File: config.mk
export PLATFORM = sky130hd
export DESIGN_NAME = sfs_latch
export DESIGN_NICKNAME = d
export VERILOG_FILES = /design/src/rtl/sfs_pkg.sv /design/src/rtl/sfs_latch.sv /design/src/rtl/sfs_pick.sv
export SDC_FILE = /design/constraint.sdc
export NUM_CORES = 1
export LEC_CHECK = 0
export BUFFER_PORTS_ARGS = -buffer_cell sky130_fd_sc_hd__buf_2
export CORE_MARGIN = 3
export CORE_UTILIZATION = 54
export DETAILED_ROUTE_END_ITERATION = 16
export PLACE_DENSITY_LB_ADDON = 0.05
export SETUP_SLACK_MARGIN = 0.05
export SLEW_MARGIN = 40
export SYNTH_ARGS = -nofsm -noshare
export SYNTH_HDL_FRONTEND = slang
export SYNTH_SLANG_ARGS = --single-unit
File: constraint.sdc
create_clock -name ref_clk -period 2.8 [get_ports ref_clk]
set_clock_uncertainty 0.2 [all_clocks]
set_input_delay 0.42 -clock ref_clk [delete_from_list [all_inputs] [get_ports ref_clk]]
set_output_delay 0.42 -clock ref_clk [all_outputs]
set_load 0.005 [all_outputs]
File: src/rtl/sfs_pkg.sv
// Package for the second-function source select latch pair
package sfs_pkg;
    // Register addresses on the configuration write port
    localparam logic [7:0] ADDR_LATCH_A     = 8'h46;
    localparam logic [7:0] ADDR_LATCH_B     = 8'h47;
    localparam logic [7:0] ADDR_FREQ_CFG    = 8'h30;
    localparam logic [7:0] ADDR_LOAD_CFG    = 8'h39;
    localparam logic [7:0] ADDR_OVC_CFG     = 8'h2e;
    localparam logic [7:0] ADDR_ZONE_CFG    = 8'h36;
    localparam logic [7:0] ADDR_SHED1_CFG   = 8'h3a;
    localparam logic [7:0] ADDR_SHED2_CFG   = 8'h3c;
    localparam logic [7:0] ADDR_SHED3_CFG   = 8'h3e;
    localparam logic [7:0] ADDR_SHED4_CFG   = 8'h40;
    // Bit positions in both latches
    localparam int BIT_FREQ  = 5;
    localparam int BIT_LOAD  = 4;
    localparam int BIT_OVC   = 2;
    localparam int BIT_ZONE  = 1;
    localparam int BIT_SHED  = 0;
    // Writable bits; 7, 6 and 3 are reserved
    localparam logic [7:0] LATCH_MASK  = 8'h37;
    localparam logic [7:0] LATCH_RESET = 8'h00;
    localparam logic [7:0] BYTE_ZERO   = 8'h00;

    // One write on the configuration port
    typedef struct packed {
        logic       valid;
        logic [7:0] addr;
        logic [7:0] data;
    } sfs_wr_t;

    // Per-setting source choice, 1 means register
    typedef struct packed {
        logic freq;
        logic load_line;
        logic overcurrent;
        logic zone;
        logic shed;
    } sfs_sel_t;
endpackage

File: src/rtl/sfs_latch.sv
// Second-function source select latch pair with setting selection
module sfs_latch (
    // Clock, reset and the enable level
    input  wire logic            ref_clk,
    input  wire logic            reset,
    input  wire logic            enable,
    // Host write port and latch readback
    input  wire sfs_pkg::sfs_wr_t wr,
    input  wire logic      [7:0] rd_addr,
    output logic           [7:0] rd_data,
    // Resistor readings, taken on the enable rising edge
    input  wire logic      [7:0] res_freq,
    input  wire logic      [7:0] res_load,
    input  wire logic      [7:0] res_ovc,
    input  wire logic      [7:0] res_zone,
    input  wire logic      [7:0] res_shed1,
    input  wire logic      [7:0] res_shed2,
    input  wire logic      [7:0] res_shed3,
    input  wire logic      [7:0] res_shed4,
    // Selection in force and the chosen settings
    output sfs_pkg::sfs_sel_t    active_sel,
    output logic           [7:0] switching_freq,
    output logic           [7:0] load_line,
    output logic           [7:0] overcurrent_limit,
    output logic           [7:0] low_power_zone,
    output logic           [7:0] shed_threshold1,
    output logic           [7:0] shed_threshold2,
    output logic           [7:0] shed_threshold3,
    output logic           [7:0] shed_threshold4
);
    // Slot map, shared by the resistor and register paths:
    //   slot 0  switching frequency, source bit 5
    //   slot 1  load-line fraction, source bit 4
    //   slot 2  overcurrent threshold, source bit 2
    //   slot 3  low-power zones, source bit 1
    //   slot 4  shed threshold 1, source bit 0
    //   slot 5  shed threshold 2, source bit 0
    //   slot 6  shed threshold 3, source bit 0
    //   slot 7  shed threshold 4, source bit 0
    //
    // Mode change handshake:
    //   The host writes one byte to each latch, either order.
    //   Until both hold the same masked byte, every slot stays on
    //   its resistor value; a half-written mode never takes effect.
    //   A single stray write therefore drops register control for
    //   all slots, which is the safe side for a power stage.
    //
    // Enable handling:
    //   Any change of enable clears both latches, so each power-up
    //   starts on resistor control whatever the host left behind.
    //   A rising edge also re-samples all eight resistor readings.
    //   A latch write that meets a toggle in one cycle is lost;
    //   the host must repeat it after the enable edge.
    //
    // Timing:
    //   Latch write at edge n, readback right after edge n.
    //   Selection follows at once from the latch contents.
    //   Setting outputs are registered, one edge later.
    //
    // Reset:
    //   Latches, stores, samples and outputs all go to zero.
    //   Outputs on resistor control read zero until the first enable rising edge.
    //
    // Reserved bits:
    //   Bits 7, 6 and 3 are masked on the way in, so no stray
    //   host byte can reach a reserved position or the compare.
    //
    // Limitations:
    //   Config registers are write-only stores here; their readback
    //   belongs to the register file outside this block.
    //   Resistor readings are taken as settled at the enable edge;
    //   the analog conversion ahead of them is not modelled.

    localparam int NSET = 8;

    // Latch pair and enable history
    logic [7:0] latch_a;
    logic [7:0] latch_b;
    logic       enable_q;

    // Per-slot storage and routing
    logic [7:0] cfg_reg  [NSET];
    logic [7:0] sampled  [NSET];
    logic [7:0] res_in   [NSET];
    logic [7:0] cfg_addr [NSET];
    logic [NSET-1:0] use_reg;
    logic [7:0] picked   [NSET];


    // Enable edges and latch write decode
    wire enable_toggle = enable ^ enable_q;
    wire enable_rise   = enable & ~enable_q;
    wire wr_a = wr.valid && (wr.addr == sfs_pkg::ADDR_LATCH_A);
    wire wr_b = wr.valid && (wr.addr == sfs_pkg::ADDR_LATCH_B);
    // Reserved positions are never stored, so they read zero
    wire [7:0] wr_byte = wr.data & sfs_pkg::LATCH_MASK;
    // Selection acts only once both latches agree
    wire        agree  = (latch_a == latch_b);
    wire [7:0] eff_sel = agree ? latch_a : sfs_pkg::BYTE_ZERO;


    // Latch pair; an enable toggle wins over a same-cycle write
    always_ff @(posedge ref_clk) begin
        enable_q <= enable;
        if (reset || enable_toggle) begin
            latch_a <= sfs_pkg::LATCH_RESET;
            latch_b <= sfs_pkg::LATCH_RESET;
        end else begin
            if (wr_a) begin
                latch_a <= wr_byte;
            end
            if (wr_b) begin
                latch_b <= wr_byte;
            end
        end
    end


    // Fixed maps from setting slot to resistor input and register
    assign res_in[0] = res_freq;
    assign res_in[1] = res_load;
    assign res_in[2] = res_ovc;
    assign res_in[3] = res_zone;
    assign res_in[4] = res_shed1;
    assign res_in[5] = res_shed2;
    assign res_in[6] = res_shed3;
    assign res_in[7] = res_shed4;
    assign cfg_addr[0] = sfs_pkg::ADDR_FREQ_CFG;
    assign cfg_addr[1] = sfs_pkg::ADDR_LOAD_CFG;
    assign cfg_addr[2] = sfs_pkg::ADDR_OVC_CFG;
    assign cfg_addr[3] = sfs_pkg::ADDR_ZONE_CFG;
    assign cfg_addr[4] = sfs_pkg::ADDR_SHED1_CFG;
    assign cfg_addr[5] = sfs_pkg::ADDR_SHED2_CFG;
    assign cfg_addr[6] = sfs_pkg::ADDR_SHED3_CFG;
    assign cfg_addr[7] = sfs_pkg::ADDR_SHED4_CFG;


    // Source bit per slot; all four shed slots share one bit
    assign use_reg[0] = eff_sel[sfs_pkg::BIT_FREQ];
    assign use_reg[1] = eff_sel[sfs_pkg::BIT_LOAD];
    assign use_reg[2] = eff_sel[sfs_pkg::BIT_OVC];
    assign use_reg[3] = eff_sel[sfs_pkg::BIT_ZONE];
    assign use_reg[7:4] = {4{eff_sel[sfs_pkg::BIT_SHED]}};


    // Per slot: config register, resistor sample and chooser
    genvar g;
    generate
        for (g = 0; g < NSET; g++) begin : g_slot
            always_ff @(posedge ref_clk) begin
                if (reset) begin
                    cfg_reg[g] <= sfs_pkg::BYTE_ZERO;
                    sampled[g] <= sfs_pkg::BYTE_ZERO;
                end else begin
                    if (wr.valid && wr.addr == cfg_addr[g]) begin
                        cfg_reg[g] <= wr.data;
                    end
                    // Resistor reading held from the enable edge
                    if (enable_rise) begin
                        sampled[g] <= res_in[g];
                    end
                end
            end
            sfs_pick u_pick (
                .use_reg (use_reg[g]),
                .res_val (sampled[g]),
                .reg_val (cfg_reg[g]),
                .value   (picked[g])
            );
        end
    endgenerate


    // Settings out, registered so they never glitch on a write
    always_ff @(posedge ref_clk) begin
        if (reset) begin
            switching_freq    <= sfs_pkg::BYTE_ZERO;
            load_line         <= sfs_pkg::BYTE_ZERO;
            overcurrent_limit <= sfs_pkg::BYTE_ZERO;
            low_power_zone    <= sfs_pkg::BYTE_ZERO;
            shed_threshold1   <= sfs_pkg::BYTE_ZERO;
            shed_threshold2   <= sfs_pkg::BYTE_ZERO;
            shed_threshold3   <= sfs_pkg::BYTE_ZERO;
            shed_threshold4   <= sfs_pkg::BYTE_ZERO;
        end else begin
            switching_freq    <= picked[0];
            load_line         <= picked[1];
            overcurrent_limit <= picked[2];
            low_power_zone    <= picked[3];
            shed_threshold1   <= picked[4];
            shed_threshold2   <= picked[5];
            shed_threshold3   <= picked[6];
            shed_threshold4   <= picked[7];
        end
    end


    // Selection flags as in force right now
    assign active_sel.freq        = use_reg[0];
    assign active_sel.load_line   = use_reg[1];
    assign active_sel.overcurrent = use_reg[2];
    assign active_sel.zone        = use_reg[3];
    assign active_sel.shed        = use_reg[4];


    // Readback of the latch pair; other addresses read zero
    assign rd_data = (rd_addr == sfs_pkg::ADDR_LATCH_A) ? latch_a :
                     (rd_addr == sfs_pkg::ADDR_LATCH_B) ? latch_b :
                     sfs_pkg::BYTE_ZERO;
endmodule

File: src/rtl/sfs_pick.sv
// Two-way chooser between resistor-sampled and register value
module sfs_pick (
    input  wire logic       use_reg,
    input  wire logic [7:0] res_val,
    input  wire logic [7:0] reg_val,
    output logic      [7:0] value
);
    // Register value only when its source bit is set
    assign value = use_reg ? reg_val : res_val;
endmodule

==> impl_metrics.csv <==
group,metric,value,unit
timing,max_clock_freq,385,MHz
power,p_sw,1.30,mW
power,pwr_density_cell,638,nW/um^2
floorplanning,die-area,16400,sq um
worst_hold_path,hold_path_depth,2,
clock_network,clk_pin_slew_worst_paths,0.06,ns
logic_synthesis,synthDistinctLibCells,35,
timing,tns,0,ns
drt,vias,5267,
grt,grt_max_degree,137,
cells_and_area,design_area,9830,sq um
floorplanning,rows,44,
timing,rsz0062_at_grt,"false",
power,clockPowerShare,41.2,%
cells_and_area,final_nets,921,
setup_path,cp_slowest_cell,"dfxtp_1",
drt,route.detailed.drc,0,
grt,overflow,0,
worst_hold_path,min_from,"res_shed2[6]",
setup_path,rr_startpoint,"latch_a[0]$_SDFFE_PP0P_",
logic_synthesis,synth_edf_count,128,
clock_network,h-tree-depth,1,
drt,firstDrtPassIters,4,
setup_path,cp.arrival,1.98,ns
floorplanning,coreArea,14600,sq um
logic_synthesis,async_flop_share,0,%
worst_hold_path,hold_end,"sampled[1][14]$_SDFFCE_PN0P_",
power,combPwrFrac,5.5,%
setup_path,critical_path_required,2.18,ns
logic_synthesis,postSynth.topFlopCell,"edfxtp_1",
floorplanning,fp.dieW,128,um
drt,final_antenna_net_count,0,
drt,via_per_inst,5.12,
setup_path,r2r_slack,0.70,ns
clock_network,clk_path_buf_depth,3,
cells_and_area,synthToLayoutAreaGrowth,21.8,%
grt,antenna_found_initial,3,
drt,wl_per_cell,16.6,um
logic_synthesis,avgSynthCellArea,12.4,sq um
setup_path,regToRegEndpoint,"shed_threshold1[1]$_SDFF_PP0_",
power,power_switching_share,20.7,%
setup_path,critPathCaptureType,"output port",
grt,first_global_vias,5362,
power,leakagePower,4.03,nW
logic_synthesis,synthTopCellsByArea,"edfxtp_1 (48%), dfxtp_1 (19%), and2_1 (9.9%)",
logic_synthesis,ys_seq_area_share,66.2,%
power,internal_power,4.97,mW
power,peakVddDrop,0.452,mV
clock_network,cts_tree,"built",
clock_network,cts_buffers,21,
logic_synthesis,synth_top_area_share,47.6,%
clock_network,cts_sinks,203,
setup_path,worst-path-max-fanout,9,
run,cap_violations,0,
timing,final.period_utilization,92.8,%
logic_synthesis,syn_inst,652,
worst_hold_path,hp-class,"in2reg",
power,seqPwrFrac,53.4,%
logic_synthesis,synth-seq-cells,203,
placement,gp_congestion,0.869,
drt,routed_wl,17100,um
floorplanning,initial_core_util,55.3,%
drt,drt_iter0_drc,305,
grt,grt_pass1_wl,26700,um
setup_path,worstPathCellList,"xnor2_1 > nand4_1 > nor2_2 > buf_4 > buf_2",
floorplanning,io_pins,169,
timing,fin_crit,2.60,ns
logic_synthesis,syn_area,8070,sq um
timing,finalSetupViolCount,0,
setup_path,critPathLaunchType,"flip-flop",
setup_path,crit_path_max_incr_delay,0.42,ns
logic_synthesis,yosysTopAreaCell,"edfxtp_1",
clock_network,clk_latency,0.48,ns
placement,io_buffers,165,
timing,drv_slew,0,
timing,slew_headroom,53.9,%
placement,dp_hpwl,11200,um
grt,grt_usage,20.5,%
logic_synthesis,yosysWarnings,0,
placement,placedInstanceArea,9130,sq um
cells_and_area,drive_above_1_share,26.8,%
timing,finalHoldViolations,0,
floorplanning,dieHeight,128,um
timing,tightest_slew,0.686,ns
setup_path,r2r_cells,5,
setup_path,path_class,"reg2out",
run_status,run_status,"finished, final reports clean",
clock_network,cts_root_buf,"clkbuf_16",
cells by family after synthesis:
logic type / Yosys count / synth area share [%]
AOI/OAI and AO/OA: 8 / 0.651
xor gates and xnor gates: 5 / 0.543
adders and majority gates: 1 / 0.155
buffers and inverters: 40 / 2.37
DFF: 203 / 66.2
muxes: 79 / 9.80
other: 1 / 0.0465
and+or+nand+nor: 315 / 20.2
metal layers:
layer  vias up  routed length [um]  share of wire (%)  global-route usage [%]
li1       2558                   -                  -                       -
met1      2506                7300                 43                    26.8
met2       168                8140                 48                    34.7
met3        33                1270                7.4                    3.92
met4         2                 373                2.2                    6.62
met5         -                  14              0.082                       0
cells in the final DEF, fill, tap and decap left out, types with 3 or more instances in the layout:
master / instances
buf_2: 165
nand2_1: 138
and2_1: 128
edfxtp_1: 128
mux2i_1: 79
dfxtp_1: 75
clkbuf_16: 21
nor2_1: 17
buf_4: 16
clkbuf_1: 6
dlygate4sd3_1: 6
xnor2_1: 5
clkinv_2: 5
nor2_2: 4
o21ai_0: 4
o31ai_1: 3
nor3b_1: 3
nor3_1: 3
conb_1: 3
synthesized netlist by cell type, drive strengths merged, types with 2 or more instances:
cell,number
mux2i,79
dfxtp,75
nor2b,2
inv,2
nand2b,2
and2,128
edfxtp,128
nor3b,4
nor4,3
nand3,2
o21ai,4
buf,12
nand4,2
nand2,138
o31ai,3
nor2,22
nor3,6
xnor2,5
clkbuf,26
worst max-delay path, delay by kind of cell, from the launching register on:
kind          cells  cell delay (ns)
xor+xnor          1             0.16
flops             1             0.42
simple gates      2             0.56
buf+inv           2             0.36
per-stage QoR:
stage	util (%)	instances	worst slack, ns	hold slack, ns	power, mW
2_1_floorplan	-	654	0.447	0.248	3.56
3_3_place_gp	62.6	983	0.536	0.286	3.74
3_5_place_dp	62.6	983	0.430	0.296	3.75
4_1_cts	67.3	1026	0.168	0.000922	6.33
5_1_grt	67.4	1028	0.0617	0.00245	6.49
6_report	67.4	1028	0.201	0.0119	6.27
worst max-delay path by stage:
stage | slack, ns | startpoint | endpoint
after floorplan | 0.45 | wr[12] | cfg_reg[1][24]$_SDFFCE_PN0P_
after global routing | 0.06 | latch_a[0]$_SDFFE_PP0P_ | active_sel[3]
after detailed placement | 0.43 | wr[15] | cfg_reg[0][12]$_SDFFCE_PN0P_
after CTS | 0.17 | latch_a[0]$_SDFFE_PP0P_ | active_sel[3]
final | 0.20 | latch_a[0]$_SDFFE_PP0P_ | active_sel[3]
after global placement | 0.54 | wr[15] | cfg_reg[0][13]$_SDFFCE_PN0P_
power by group through the flow:
| stage | sequential (mW) | combinational [mW] | clock, mW |
|---|---|---|---|
| 3_5_place_dp | 3.41 | 0.338 | 0 |
| 6_report | 3.35 | 0.342 | 2.58 |
| 4_1_cts | 3.35 | 0.347 | 2.63 |
| 5_1_grt | 3.36 | 0.380 | 2.75 |
| 3_3_place_gp | 3.41 | 0.328 | 0 |
| 2_1_floorplan | 3.40 | 0.156 | 0 |
layout make-up:
class	instances	area (sq um)
fill	1131	4760
tap	184	230
timing repair buffer	189	1050
clock buffer	29	576
inverter	2	10.0
multi-input combinational	411	2550
antenna	2	5.00
clock inverter	8	62.6
sequential	203	5350
timing repair:
| action | in CTS | in global routing |
|---|---|---|
| resized for setup | 0 | 0 |
| endpoints found under the hold margin | 6 | 0 |
| hold buffers | 6 | 0 |
| buffers inserted | 0 | 0 |
No activity file was read; power rests on OpenSTA's default activity.
